<file path="src/verilog/coc_pkg.sv">
/*
 Constants, register map and field layout of the crystal oscillator control block.
 Assumes a 32-bit AHB-Lite register bus and one system clock hclk.
*/
package coc_pkg;
	// Clock
	localparam int CLK_PERIOD_NS = 100;
	// Byte offsets
	localparam logic [7:0] OFS_CTRL = 8'h00;
	localparam logic [7:0] OFS_STATUS = 8'h04;
	localparam logic [7:0] OFS_PAUSE = 8'h08;
	localparam logic [7:0] OFS_STARTUP = 8'h0C;
	localparam logic [7:0] OFS_COUNT = 8'h1C;
	localparam logic [7:0] OFS_IRQ_STATUS = 8'h20;
	localparam logic [7:0] OFS_IRQ_MASK = 8'h24;
	// Control fields
	localparam int CTRL_EN_LSB = 12;
	localparam int CTRL_EN_MSB = 23;
	localparam int CTRL_FR_MSB = 11;
	localparam logic [11:0] EN_CODE_DISABLE = 12'hD1E;
	localparam logic [11:0] EN_CODE_ENABLE = 12'hFAB;
	localparam logic [11:0] FREQ_RANGE_RESET = 12'hAA0;
	// Status fields
	localparam int ST_STABLE_BIT = 31;
	localparam int ST_BAD_BIT = 24;
	localparam int ST_ENABLED_BIT = 12;
	// Pause codes
	localparam logic [31:0] PAUSE_CODE_SLEEP = 32'h636F6D61;
	localparam logic [31:0] PAUSE_CODE_WAKE = 32'h77616B65;
	// Startup fields
	localparam int SU_DELAY_MSB = 13;
	localparam int SU_X4_BIT = 20;
	localparam logic [13:0] SU_DELAY_RESET = 14'h00C4;
	localparam int SU_UNIT_LOG2 = 8;
	localparam int TIMER_W = 24;
	// Down counter
	localparam int CNT_W = 8;
	localparam logic [7:0] CNT_RESET = 8'h00;
	// Interrupt bits and bus word size
	localparam int IRQ_N = 3;
	localparam int IRQ_STABLE = 0;
	localparam int IRQ_BADWR = 1;
	localparam int IRQ_CNTDONE = 2;
	localparam logic [2:0] IRQ_RESET = 3'h0;
	localparam logic [2:0] HSIZE_WORD = 3'h2;
endpackage : coc_pkg

</file>
<file path="src/verilog/coc_crystal_osc_control.sv">
/*
 Register and timing logic of an on-chip crystal oscillator: protected enable, fixed range,
 pause and wake, startup timer, crystal down counter and interrupt status, as an AHB-Lite slave.
 Assumes the analog oscillator pulses xtal_clk_pin (slower than hclk/2) and raises wake_pin to wake.
*/
// Implementation choice: register access over AHB-Lite.
// Functional notes
// - Control bits 23:12: code 0xD1E turns oscillator off, 0xFAB turns it on.
// - Any other enable code written leaves the oscillator enabled.
// - After reset the enable field holds the disable code.
// - Range field bits 11:0 reads 0xAA0 and ignores writes.
// - Status bit 31 read-only, set only while running and stable.
// - Status bit 24 flags invalid enable, range or pause writes; reset zero, writing one clears.
// - Status bit 12 read-only shows oscillator enabled; resets to zero.
// - Status bits 1:0 report range and always read zero.
// - Pause code 0x636F6D61 stops oscillator; 0x77616B65 selects wake.
// - Pause register resets to wake; undefined values also select wake.
// - Startup delay bits 13:0 in units of 256 crystal periods, reset 0x00C4.
// - Startup bit 20 multiplies the delay by four; resets to zero.
// - Counter bits 7:0 decrement per crystal cycle, hold at zero, reset zero.
// - Writing the counter loads the value and starts counting down.
// - Stable flag sets when the startup timer expires.
// - Wake while paused restarts oscillator; stable only after the startup delay again.
`timescale 1ns/1ns
`default_nettype none
module coc_crystal_osc_control
(
	// Clock and reset
	input wire logic hclk,
	input wire logic hresetn,
	// AHB-Lite slave
	input wire logic hsel,
	input wire logic [31:0] haddr,
	input wire logic [1:0] htrans,
	input wire logic hwrite,
	input wire logic [2:0] hsize,
	input wire logic hready,
	input wire logic [31:0] hwdata,
	output logic [31:0] hrdata,
	output logic hreadyout,
	output logic hresp,
	// Oscillator side
	input wire logic xtal_clk_pin,
	input wire logic wake_pin,
	output logic osc_enable,
	output logic osc_stable,
	// Interrupt
	output logic irq
);
	import coc_pkg::*;

	typedef struct packed {
		logic xtal_s1;
		logic xtal_s2;
		logic xtal_s3;
		logic wake_s1;
		logic wake_s2;
		logic dp_sel;
		logic dp_write;
		logic [7:2] dp_addr;
		logic [31:0] hrdata;
		logic hreadyout;
		logic hresp;
		logic [11:0] enable_code;
		logic paused;
		logic [13:0] delay;
		logic times_four;
		logic [TIMER_W-1:0] timer;
		logic stable;
		logic bad_write;
		logic [CNT_W-1:0] down_count;
		logic [IRQ_N-1:0] irq_status;
		logic [IRQ_N-1:0] irq_mask;
		logic osc_enable;
		logic irq;
	} coc_state_t;

	coc_state_t st;
	coc_state_t next_st;
	logic tick;
	logic enabled;
	logic running;
	logic take;
	logic wr_ctrl;
	logic wr_status;
	logic wr_pause;
	logic wr_startup;
	logic wr_count;
	logic wr_irq_status;
	logic wr_irq_mask;
	logic bad_ctrl;
	logic bad_pause;
	logic [TIMER_W-1:0] target;
	logic [TIMER_W:0] timer_inc;
	logic [31:0] rd_word;
	logic [IRQ_N-1:0] irq_events;
	logic next_running;

	assign tick = st.xtal_s2 & ~st.xtal_s3;
	assign enabled = st.enable_code != EN_CODE_DISABLE;
	assign running = enabled & ~st.paused;
	assign take = hsel & hready & htrans[1] & (hsize == HSIZE_WORD);
	assign wr_ctrl = st.dp_sel & st.dp_write & (st.dp_addr == OFS_CTRL[7:2]);
	assign wr_status = st.dp_sel & st.dp_write & (st.dp_addr == OFS_STATUS[7:2]);
	assign wr_pause = st.dp_sel & st.dp_write & (st.dp_addr == OFS_PAUSE[7:2]);
	assign wr_startup = st.dp_sel & st.dp_write & (st.dp_addr == OFS_STARTUP[7:2]);
	assign wr_count = st.dp_sel & st.dp_write & (st.dp_addr == OFS_COUNT[7:2]);
	assign wr_irq_status = st.dp_sel & st.dp_write & (st.dp_addr == OFS_IRQ_STATUS[7:2]);
	assign wr_irq_mask = st.dp_sel & st.dp_write & (st.dp_addr == OFS_IRQ_MASK[7:2]);
	assign bad_ctrl = wr_ctrl & (((hwdata[CTRL_EN_MSB:CTRL_EN_LSB] != EN_CODE_DISABLE)
		& (hwdata[CTRL_EN_MSB:CTRL_EN_LSB] != EN_CODE_ENABLE))
		| (hwdata[CTRL_FR_MSB:0] != FREQ_RANGE_RESET));
	assign bad_pause = wr_pause & (hwdata != PAUSE_CODE_SLEEP) & (hwdata != PAUSE_CODE_WAKE);
	// Delay in crystal periods: units of 256, optionally times four
	assign target = st.times_four ? {st.delay, 10'h000} : {2'h0, st.delay, 8'h00};
	assign timer_inc = {1'b0, st.timer} + {{TIMER_W{1'b0}}, 1'b1};

	always_comb
	begin
		rd_word = 32'h00000000;
		case (haddr[7:2])
			OFS_CTRL[7:2]: rd_word = {8'h00, st.enable_code, FREQ_RANGE_RESET};
			OFS_STATUS[7:2]:
			begin
				rd_word[ST_STABLE_BIT] = st.stable;
				rd_word[ST_BAD_BIT] = st.bad_write;
				rd_word[ST_ENABLED_BIT] = enabled;
				rd_word[1:0] = 2'h0;
			end
			OFS_PAUSE[7:2]: rd_word = st.paused ? PAUSE_CODE_SLEEP : PAUSE_CODE_WAKE;
			OFS_STARTUP[7:2]:
			begin
				rd_word[SU_DELAY_MSB:0] = st.delay;
				rd_word[SU_X4_BIT] = st.times_four;
			end
			OFS_COUNT[7:2]: rd_word[CNT_W-1:0] = st.down_count;
			OFS_IRQ_STATUS[7:2]: rd_word[IRQ_N-1:0] = st.irq_status;
			OFS_IRQ_MASK[7:2]: rd_word[IRQ_N-1:0] = st.irq_mask;
			default: rd_word = 32'h00000000;
		endcase
	end

	always_comb
	begin
		next_st = st;
		irq_events = 3'h0;
		// Synchronisers and edge detect
		next_st.xtal_s1 = xtal_clk_pin;
		next_st.xtal_s2 = st.xtal_s1;
		next_st.xtal_s3 = st.xtal_s2;
		next_st.wake_s1 = wake_pin;
		next_st.wake_s2 = st.wake_s1;
		// Bus: zero wait states, read data captured in the address phase
		next_st.hreadyout = 1'b1;
		next_st.hresp = 1'b0;
		next_st.dp_sel = take;
		next_st.dp_write = hwrite;
		next_st.dp_addr = haddr[7:2];
		if (take && !hwrite)
		begin
			next_st.hrdata = rd_word;
		end
		// Enable field
		if (wr_ctrl)
		begin
			next_st.enable_code = hwdata[CTRL_EN_MSB:CTRL_EN_LSB];
		end
		// Wake pin restarts a paused oscillator
		if (st.paused && st.wake_s2)
		begin
			next_st.paused = 1'b0;
		end
		if (wr_pause)
		begin
			next_st.paused = hwdata == PAUSE_CODE_SLEEP;
		end
		if (wr_startup)
		begin
			next_st.delay = hwdata[SU_DELAY_MSB:0];
			next_st.times_four = hwdata[SU_X4_BIT];
		end
		// Startup timer, cleared on the edge of a disable or pause write
		next_running = (next_st.enable_code != EN_CODE_DISABLE) & ~next_st.paused;
		if (!running || !next_running)
		begin
			next_st.timer = '0;
			next_st.stable = 1'b0;
		end
		else if (!st.stable && tick)
		begin
			if (timer_inc >= {1'b0, target})
			begin
				next_st.stable = 1'b1;
				irq_events[IRQ_STABLE] = 1'b1;
			end
			else
			begin
				next_st.timer = timer_inc[TIMER_W-1:0];
			end
		end
		// Invalid write flag, set wins over clear
		if (wr_status && hwdata[ST_BAD_BIT])
		begin
			next_st.bad_write = 1'b0;
		end
		if (bad_ctrl || bad_pause)
		begin
			next_st.bad_write = 1'b1;
			irq_events[IRQ_BADWR] = 1'b1;
		end
		// Crystal down counter
		if (wr_count)
		begin
			next_st.down_count = hwdata[CNT_W-1:0];
		end
		else if (tick && st.down_count != '0)
		begin
			next_st.down_count = st.down_count - 8'h01;
			if (st.down_count == 8'h01)
			begin
				irq_events[IRQ_CNTDONE] = 1'b1;
			end
		end
		// Interrupts: write one to clear, events win
		if (wr_irq_status)
		begin
			next_st.irq_status = st.irq_status & ~hwdata[IRQ_N-1:0];
		end
		next_st.irq_status = next_st.irq_status | irq_events;
		if (wr_irq_mask)
		begin
			next_st.irq_mask = hwdata[IRQ_N-1:0];
		end
		next_st.irq = |(next_st.irq_status & next_st.irq_mask);
		next_st.osc_enable = next_running;
	end

	always_ff @(posedge hclk or negedge hresetn)
	begin
		if (!hresetn)
		begin
			st <= '0;
			st.hreadyout <= 1'b1;
			st.enable_code <= EN_CODE_DISABLE;
			st.paused <= 1'b0;
			st.delay <= SU_DELAY_RESET;
			st.times_four <= 1'b0;
			st.down_count <= CNT_RESET;
			st.irq_status <= IRQ_RESET;
			st.irq_mask <= IRQ_RESET;
		end
		else
		begin
			st <= next_st;
		end
	end

	assign hrdata = st.hrdata;
	assign hreadyout = st.hreadyout;
	assign hresp = st.hresp;
	assign osc_enable = st.osc_enable;
	assign osc_stable = st.stable;
	assign irq = st.irq;
endmodule : coc_crystal_osc_control
`default_nettype wire

</file>
<file path="config.mk">
export PLATFORM = sky130hd
export DESIGN_NAME = coc_crystal_osc_control
export DESIGN_NICKNAME = d
export VERILOG_FILES = /design/src/verilog/coc_pkg.sv /design/src/verilog/coc_crystal_osc_control.sv
export SDC_FILE = /design/constraint.sdc
export NUM_CORES = 1
export LEC_CHECK = 0
export BUFFER_PORTS_ARGS = -buffer_cell sky130_fd_sc_hd__buf_2
export CAP_MARGIN = 20
export CORE_ASPECT_RATIO = 2
export CORE_MARGIN = 10
export CORE_UTILIZATION = 38
export DETAILED_ROUTE_END_ITERATION = 8
export PLACE_DENSITY = 0.61
export SLEW_MARGIN = 30
export SYNTH_ARGS = -nofsm -noshare
export SYNTH_HDL_FRONTEND = slang
export SYNTH_SLANG_ARGS = --single-unit
export TNS_END_PERCENT = 50
</file>
<file path="constraint.sdc">
create_clock -name hclk -period 8.7 [get_ports hclk]
set_input_delay 0.435 -clock hclk [delete_from_list [all_inputs] [get_ports hclk]]
set_output_delay 0.435 -clock hclk [all_outputs]
set_load 0.05 [all_outputs]
</file>
==> results of run 1 <==
-- layout by cell type, fill, tap and decap left out, types with 7 or more instances in the layout --
cell                        synthesis  routed
sky130_fd_sc_hd__dfrtp_1          101     101
sky130_fd_sc_hd__buf_2              5      81
sky130_fd_sc_hd__nand2_1           74      74
sky130_fd_sc_hd__mux2i_1           36      36
sky130_fd_sc_hd__nor2_1            35      34
sky130_fd_sc_hd__mux2_2            32      32
sky130_fd_sc_hd__nand3_1           29      29
sky130_fd_sc_hd__a21oi_1           27      27
sky130_fd_sc_hd__o21ai_0           21      21
sky130_fd_sc_hd__ha_1              21      21
sky130_fd_sc_hd__nor4_1            19      19
sky130_fd_sc_hd__xnor2_1           16      16
sky130_fd_sc_hd__or3_1             15      15
sky130_fd_sc_hd__o31ai_1           14      14
sky130_fd_sc_hd__nand4_1           11      11
sky130_fd_sc_hd__dfstp_2           10      10
sky130_fd_sc_hd__xor2_1             9       9
sky130_fd_sc_hd__clkbuf_16          0       9
sky130_fd_sc_hd__inv_1              8       8
sky130_fd_sc_hd__or4_1              8       8
sky130_fd_sc_hd__a31oi_1            7       7
-- cell usage after synthesis, types with 4 or more instances --
master / number / share of area
sky130_fd_sc_hd__o31ai_1: 14 / 0.016
sky130_fd_sc_hd__nor3b_1: 5 / 0.0057
sky130_fd_sc_hd__or3_1: 15 / 0.014
sky130_fd_sc_hd__nor3_1: 7 / 0.0053
sky130_fd_sc_hd__or4_1: 8 / 0.0092
sky130_fd_sc_hd__nor4_1: 19 / 0.018
sky130_fd_sc_hd__and3_1: 6 / 0.0057
sky130_fd_sc_hd__a31oi_1: 7 / 0.0067
sky130_fd_sc_hd__buf_2: 5 / 0.0038
sky130_fd_sc_hd__o21ai_0: 21 / 0.016
sky130_fd_sc_hd__dfstp_2: 10 / 0.040
sky130_fd_sc_hd__buf_4: 34 / 0.039
sky130_fd_sc_hd__o41ai_1: 4 / 0.0053
sky130_fd_sc_hd__mux2_2: 32 / 0.055
sky130_fd_sc_hd__dfrtp_1: 101 / 0.39
sky130_fd_sc_hd__mux2i_1: 36 / 0.055
sky130_fd_sc_hd__inv_1: 8 / 0.0046
sky130_fd_sc_hd__nand2_1: 74 / 0.042
sky130_fd_sc_hd__clkbuf_1: 20 / 0.011
sky130_fd_sc_hd__xnor2_1: 16 / 0.021
sky130_fd_sc_hd__a21oi_1: 27 / 0.021
sky130_fd_sc_hd__o21a_1: 5 / 0.0057
sky130_fd_sc_hd__nand4_1: 11 / 0.011
sky130_fd_sc_hd__nor2_1: 35 / 0.020
sky130_fd_sc_hd__ha_1: 21 / 0.040
sky130_fd_sc_hd__and4b_1: 4 / 0.0061
sky130_fd_sc_hd__nand3_1: 29 / 0.022
sky130_fd_sc_hd__xor2_1: 9 / 0.012
-- area by class of cell --
class | instances | area share
Multi-Input combinational cell | 474 | 0.464
Sequential cell | 111 | 0.390
Timing Repair Buffer | 87 | 0.0630
Tap cell | 207 | 0.0362
Clock buffer | 11 | 0.0353
Clock inverter | 5 | 0.00700
Inverter | 8 | 0.00420
-- critical path, delay by kind of cell, from the launching register on --
family                     cells  cell delay (ns)
xor gates and xnor gates       1             0.17
adders and majority gates      2             0.59
AOI/OAI and AO/OA              2             0.37
and+or+nand+nor                7             1.93
DFF                            1             0.46
buffers and inverters          1             0.37
muxes                          1             0.15
-- layer usage --
metal  vias up  track usage
met5         -            0
met4         0       0.0879
met3        44       0.0265
met2       134        0.291
met1      2499        0.147
li1       2455            -
-- registers in the layout, indices dropped and copies added (netlist names) --
signal      flops
hrdata         28
st             77
osc_enable      1
osc_stable      1
next_st         3
irq             1
-- path summary, 6_finish.rpt --
kind                              startpoint           end  slack (ns)  cells after the start
max in group asynchronous            hresetn         st[8]        7.36                      2
worst min register to register  next_st[115]  next_st[114]        0.36                      0
worst max-delay path                  st[18]        st[29]        4.51                     14
worst max register to register        st[18]        st[29]        4.51                     14
min in group hclk                   wake_pin  next_st[112]        0.18                      1
worst min-delay path                 hresetn    hrdata[18]        0.11                      1
-- cell families (layout without fill, tap and decap cells) --
group                    after synthesis  in the layout  synth area share
XOR/XNOR                              25             25            0.0334
AO/OA/AOI/OAI                        106            106             0.110
AND/OR/NAND/NOR                      251            251             0.209
multiplexers                          68             68             0.110
flip-flops                           111            111             0.426
other                                  2              3           0.00115
buffers and inverters                 74            111            0.0699
adder cells (fa/ha/maj)               21             21            0.0401
-- metrics by stage --
stage / hold WS (ns) / power (W) / worst slack, ns
2_1_floorplan: 0.139 / 0.000722 / 5.36
3_3_place_gp: 0.341 / 0.000770 / 4.57
3_5_place_dp: 0.344 / 0.000779 / 4.54
4_1_cts: 0.152 / 0.00120 / 4.51
5_1_grt: 0.174 / 0.00124 / 4.21
6_report: 0.112 / 0.00119 / 4.51
-- power breakdown --
group	internal [W]	total [W]	switching, W
registers	0.000551	0.000590	0.0000388
logic	0.0000673	0.000178	0.000111
clock network	0.000216	0.000421	0.000205
total	0.000834	0.00119	0.000355
==> run metrics, run 1 <==
result of the run complete, no violations; antenna violations before repair 0; Critical Path RT between 8 and 9 ns; setup repair after global routing missed its margin no; proportion of synthesized chip area in sequential cells 0.426; post-synthesis cell type count slightly below 80; Leakage around 3.1 nW; cells along the critical path ha_1, nand3_1, or2_1, nor2_1, nand3_1, xnor2_1, ha_1, nand4_1, nor4_1, o31ai_2, o2111ai_2, buf_4, nor4_1, mux2i_1; number of DRC markers after the initial detailed-route iteration around 360; layout cells sized above 1 0.236; area enclosed by the die boundary 23,200 µm²; area taken by multi-input logic gates about 3300 µm²; total global-route track usage 0.152; Slowest-stage cell, CP sky130_fd_sc_hd__nor4_1; number of failing hold endpoints at the final stage 0; via count of the first global-routing pass 5,362; maximum clock rate between 200 and 250 MHz; Least-Margin Pin Slew ~0.87 ns; clock-pin transition on the worst setup and hold timing paths approximately 0.08 ns; die width 113 µm; Sum Neg Setup Slack 0 ns; met2 wire length between 10 and 15 mm; TritonCTS clock tree yes; max-cap violation count 0; Initial Utilization 0.389; # IOs approximately 110; final clock skew 0.0102 ns; Setup Crit Path Kind flip-flop to flip-flop; number of setup buffers added after CTS 0; met3 wire len approximately 750 µm; DRC violation count after routing 0; post-CTS resize count 0; number of cells after detailed placement between 800 and 900; number of pins exceeding their max-slew limit in the final report 0; clock sink total 111; clock latency of the later-clocked register in the worst-skew pair between 0.3 and 0.4 ns; Wirelength per Cell 19.8 µm; Remaining Overflow, GRT 0; instance area after placement about 6900 µm²; Syn. warnings 0; global-route wire length before repair 28.3 mm; Num CTS Buffers 9; Metal-1 WL 6.22 mm; Hold/Removal Path Class primary input to asynchronous set/reset pin; total power divided by cell area between 150 and 200 nW/µm²; quantity of hold-fixing buffers added after cts 0; number of fill cells 1,654; final cell count without fillers approximately 900; number of endpoints failing setup at the final stage 0; area of all placed cells without fillers around 7000 µm²; maximum buffer depth of the clock tree 2; Rel. slew slack 0.415; Mapped Avg Cell Area ~10 µm²; post-synthesis register bit count approximately 110; HPWL reported at the end of detailed placement 14.0 mm; number of levels in the clock H-tree 3; number of enable flip-flop cells after synthesis 0; placer's final routability congestion estimate between 0.8 and 0.9; per-cell via count in the routed design between 5 and 6; top flip-flop cell by instance count after synthesis sky130_fd_sc_hd__dfrtp_1; cells after synthesis around 660; maximum fanout count along the critical path 36; worst endpoint data arrival time between 4 and 5 ns; ratio of final minimum period to clock period 0.482; # nets final 788; maximum number of pins on one net before global-route repair 58; Synth-to-Final Area Change 9.23%; asr flop ratio synth 1.00; PortBufs 82; count of vias placed by the detailed router 5,132; post-route minimum period about 4.2 ns; crit end category flip-flop; final core utilization 0.425; area inside the core boundary approximately 17,000 µm²; DR pass1 iterations 5; cell at the root of the clock tree sky130_fd_sc_hd__clkbuf_16; CP startpoint kind flip-flop; post-route ant nets 0; cell row count 67; top routing layer used met4; Syn Std Cell Area ~6500 µm²; DRT Wirelength approximately 18 mm; area used by sequential logic in the layout between 2000 and 3000 µm²; ant diodes 0; die boundary height roughly 210 µm; worst-case vdd ir drop 85.9 µV; stage delay of the slowest cell on the critical path about 0.68 ns
Note: power is estimated with default switching activity, not from simulation.
==> run 2: changes to the inputs <==
- ABC_AREA: default -> 1
- PLACE_DENSITY: 0.61 -> 0.63
- clock period: 8.7 -> 3.7 ns (I/O delays scaled with it)
==> run 2 against run 1 <==
  * Design area is 2.0% higher
  * Non-clock buffer count grew 17
  * Sequential share of layout area shrank 0.75 points
  * Area after synthesis fell by 1.9%
  * Final cell count up 20%
  * Clock power increased by 140%
  * Sequential power increased by 130%
  * Maximum frequency rose by 24%
  * Critical path type unchanged
==> run metrics, run 2 <==
post-layout total power 0.00269 W (was 0.00119 W); cell depth of the worst flop-to-flop path 19 (was 14); # nets final 972 (was 788); result of the run complete, no violations (unchanged); Wirelength per Cell 16.8 µm (was 19.8 µm); max reg flops 77 (unchanged); area used by sequential logic in the layout 2790 µm² (unchanged); worst reg-to-reg setup slack 0.32 ns (was 4.51 ns); area inside the core boundary 16,700 µm² (was 16,800 µm²); number of enable flip-flop cells after synthesis 0 (unchanged); ant diodes 0 (unchanged); total global-route track usage 0.161 (was 0.152); CP startpoint kind flip-flop (unchanged); area enclosed by the die boundary 22,800 µm² (was 23,200 µm²); DRC violation count after routing 0 (unchanged); DRT Wirelength 18.3 mm (was 17.9 mm); commonest non-fill, non-tap cell in the layout sky130_fd_sc_hd__nand2_1 (was sky130_fd_sc_hd__dfrtp_1); number of failing hold endpoints at the final stage 0 (unchanged); clock sink total 111 (unchanged); start of the worst register-to-register path st[19] (was st[18]); max-cap violation count 0 (unchanged); Sum Neg Setup Slack 0 ns (unchanged); hold endpoint st[105]; HPWL reported at the end of detailed placement 14.6 mm (was 14.0 mm); total power divided by cell area 368 nW/µm² (was 166 nW/µm²); top cell types by occurrence after synthesis sky130_fd_sc_hd__nand2_1 (257), sky130_fd_sc_hd__dfrtp_1 (101), sky130_fd_sc_hd__inv_1 (78), sky130_fd_sc_hd__nor2_1 (55), sky130_fd_sc_hd__o21ai_0 (48) (was sky130_fd_sc_hd__dfrtp_1 (101), sky130_fd_sc_hd__nand2_1 (74), sky130_fd_sc_hd__mux2i_1 (36), sky130_fd_sc_hd__nor2_1 (35), sky130_fd_sc_hd__buf_4 (34)); clock-pin transition on the worst setup and hold timing paths 0.07 ns (was 0.08 ns); leading cell types by total area after synthesis sky130_fd_sc_hd__dfrtp_1 (39%), sky130_fd_sc_hd__nand2_1 (15%), sky130_fd_sc_hd__inv_1 (4.6%), sky130_fd_sc_hd__dfstp_2 (4.1%), sky130_fd_sc_hd__ha_1 (4.1%) (was sky130_fd_sc_hd__dfrtp_1 (39%), sky130_fd_sc_hd__mux2i_1 (5.5%), sky130_fd_sc_hd__mux2_2 (5.5%), sky130_fd_sc_hd__nand2_1 (4.2%), sky130_fd_sc_hd__dfstp_2 (4.0%)); count of vias placed by the detailed router 5,522 (was 5,132); Syn. warnings 0 (unchanged); worst-case vdd ir drop 297 µV (was 85.9 µV); post-route ant nets 0 (unchanged); PortBufs 82 (unchanged); cell at the root of the clock tree sky130_fd_sc_hd__clkbuf_16 (unchanged); number of levels in the clock H-tree 3 (unchanged); number of cells on the worst hold path 1; area taken by multi-input logic gates 2990 µm² (was 3320 µm²); maximum number of pins on one net before global-route repair 70 (was 58); Least-Margin Pin Slew 0.761 ns (was 0.870 ns); post-synthesis cell type count 52 (was 77); # IOs 113 (unchanged); TritonCTS clock tree yes (unchanged); layout cells sized above 1 0.182 (was 0.236); number of DRC markers after the initial detailed-route iteration 290 (was 358); final clock skew 0.00729 ns (was 0.0102 ns); number of pins exceeding their max-slew limit in the final report 0 (unchanged); die width 112 µm (was 113 µm); via count of the first global-routing pass 5,716 (was 5,362); per-cell via count in the routed design 5.08 (was 5.68); crit end category flip-flop (unchanged); commonest cells after routing, fill and taps aside sky130_fd_sc_hd__nand2_1 (257), sky130_fd_sc_hd__dfrtp_1 (101), sky130_fd_sc_hd__buf_2 (81) (was sky130_fd_sc_hd__dfrtp_1 (101), sky130_fd_sc_hd__buf_2 (81), sky130_fd_sc_hd__nand2_1 (74)); top flip-flop cell by instance count after synthesis sky130_fd_sc_hd__dfrtp_1 (unchanged); proportion of synthesized chip area in sequential cells 0.434 (was 0.426); number of endpoints failing setup at the final stage 0 (unchanged); placer's final routability congestion estimate 0.940 (was 0.894); clock latency of the later-clocked register in the worst-skew pair 0.36 ns (about the same); ratio of final minimum period to clock period 0.913 (was 0.482); Setup Crit Path Kind flip-flop to flip-flop (unchanged); most frequently used cell type in the post-synthesis netlist sky130_fd_sc_hd__nand2_1 (was sky130_fd_sc_hd__dfrtp_1); number of fill cells 1,677 (was 1,654); Synth-to-Final Area Change 13.5% (was 9.23%); cell type with the largest total area after synthesis sky130_fd_sc_hd__dfrtp_1 (unchanged); Top reg by flops st (unchanged); setup repair after global routing missed its margin no (unchanged); Syn Std Cell Area 6420 µm² (was 6550 µm²); Mapped Avg Cell Area 7.93 µm² (was 9.95 µm²); cells after synthesis 810 (was 658); source of the worst hold timing path haddr[3]; maximum fanout count along the critical path 19 (was 36); Hold/Removal Path Class primary input to flip-flop (was primary input to asynchronous set/reset pin); Num CTS Buffers 9 (unchanged); post-synthesis register bit count 111 (unchanged); global-route wire length before repair 29.2 mm (was 28.3 mm); Critical Path RT 4.00 ns (was 8.92 ns); post-route minimum period 3.38 ns (was 4.19 ns); Leakage 3.92 nW (was 3.14 nW); Rel. slew slack 0.491 (was 0.415); Initial Utilization 0.385 (was 0.389); maximum clock rate 296 MHz (was 239 MHz); die boundary height 204 µm (was 206 µm); maximum buffer depth of the clock tree 2 (unchanged); share of the synthesized area in the top cell type 0.393 (was 0.386); asr flop ratio synth 1.00 (unchanged); antenna violations before repair 0 (unchanged); Remaining Overflow, GRT 0 (unchanged); worst endpoint data arrival time 3.67 ns (was 4.41 ns); DR pass1 iterations 5 (unchanged); capture instance of the worst register-to-register path st[38] (was st[29]); cell row count 67 (unchanged)
[run 2: cell types whose count changed in the layout (fill, tap and decap cells not counted), moves of 9 or more]
| cell | previous run | this run |
|---|---|---|
| sky130_fd_sc_hd__nand2_1 | 74 | 257 |
| sky130_fd_sc_hd__mux2i_1 | 36 | 6 |
| sky130_fd_sc_hd__dlygate4sd3_1 | 0 | 9 |
| sky130_fd_sc_hd__a21oi_1 | 27 | 12 |
| sky130_fd_sc_hd__nand4_1 | 11 | 25 |
| sky130_fd_sc_hd__or3_1 | 15 | 2 |
| sky130_fd_sc_hd__xnor2_1 | 16 | 6 |
| sky130_fd_sc_hd__inv_1 | 8 | 78 |
| sky130_fd_sc_hd__o21ai_0 | 21 | 48 |
| sky130_fd_sc_hd__o31ai_1 | 14 | 1 |
| sky130_fd_sc_hd__nor4_1 | 19 | 3 |
| sky130_fd_sc_hd__nor2_1 | 34 | 52 |
| sky130_fd_sc_hd__mux2_2 | 32 | 4 |
[run 2: kinds of logic (layout without fill, tap and decap cells)]
group | after synthesis | after routing | synth area share
adders and majority gates | 21 | 21 | 0.0409
DFF | 111 | 111 | 0.434
other | 2 | 3 | 0.00117
and+or+nand+nor | 414 | 414 | 0.286
xor gates and xnor gates | 21 | 21 | 0.0286
buffers and inverters | 137 | 206 | 0.105
muxes | 10 | 10 | 0.0164
AOI/OAI and AO/OA | 94 | 94 | 0.0877
[run 2: critical path, stage by stage (launching register included)]
cell                       delay (ns)
sky130_fd_sc_hd__dfrtp_1         0.43
sky130_fd_sc_hd__ha_4            0.18
sky130_fd_sc_hd__nand3_2         0.10
sky130_fd_sc_hd__inv_1           0.09
sky130_fd_sc_hd__nand2_1         0.08
sky130_fd_sc_hd__nor2_1          0.13
sky130_fd_sc_hd__nand4_1         0.19
sky130_fd_sc_hd__nor3_2          0.25
sky130_fd_sc_hd__buf_4           0.14
sky130_fd_sc_hd__xor2_1          0.21
sky130_fd_sc_hd__ha_1            0.28
sky130_fd_sc_hd__nand2_1         0.11
sky130_fd_sc_hd__nor2_1          0.05
sky130_fd_sc_hd__a211oi_1        0.19
sky130_fd_sc_hd__nand2_1         0.08
sky130_fd_sc_hd__nand2_1         0.17
sky130_fd_sc_hd__nand3_4         0.13
sky130_fd_sc_hd__nor2_8          0.30
sky130_fd_sc_hd__nand2_1         0.11
sky130_fd_sc_hd__nand2_1         0.08
[run 2: stage by stage]
stage | hold slack (ns) | util | worst slack (ns) | area [µm²] | cells
after floorplan | -0.111 | - | 0.709 | 6430 | 811
after global placement | 0.293 | 0.410 | 0.243 | 6850 | 1059
after detailed placement | 0.295 | 0.410 | 0.199 | 6850 | 1059
after CTS | 0.00373 | 0.433 | 0.130 | 7230 | 1083
after global routing | 0.0772 | 0.437 | 0.00534 | 7290 | 1087
final | 0.0759 | 0.437 | 0.323 | 7290 | 1087
[run 2: repair_timing]
item,CTS,global route
endpoints found under the setup margin,0,27
setup buffers,0,3
gates resized for setup,0,7
endpoints found under the hold margin,8,62
hold buffers,8,1
[run 2: how the worst max path moves through the flow]
stage                     cells after the start   start     end
final                                        19  st[19]  st[38]
after global routing                         23  st[19]  st[39]
after CTS                                    23  st[19]  st[24]
after detailed placement                     23  st[19]  st[33]
after global placement                       23  st[19]  st[40]
after floorplan                              23  st[18]  st[24]
[run 2: routing by layer]
| layer | routed length, µm | GRT usage | vias to the layer above |
|---|---|---|---|
| met5 | 0 | 0 | - |
| met4 | 1030 | 0.109 | 0 |
| met3 | 559 | 0.0226 | 50 |
| met2 | 10500 | 0.317 | 150 |
| met1 | 6170 | 0.144 | 2593 |
| li1 | - | - | 2729 |
[run 2: where the power goes]
group          switching (W)  internal (W)  leakage, nW
registers          0.0000770       0.00127         1.39
clock network       0.000457      0.000540        0.144
logic               0.000215      0.000128         2.38
total               0.000750       0.00194         3.92
[run 2: layout make-up]
type,instances,area share
sequential,111,0.383
inverter,86,0.0443
multi-input combinational,563,0.410
tap,207,0.0355
clock inverter,6,0.00823
clock buffer,10,0.0328
timing repair buffer,104,0.0863
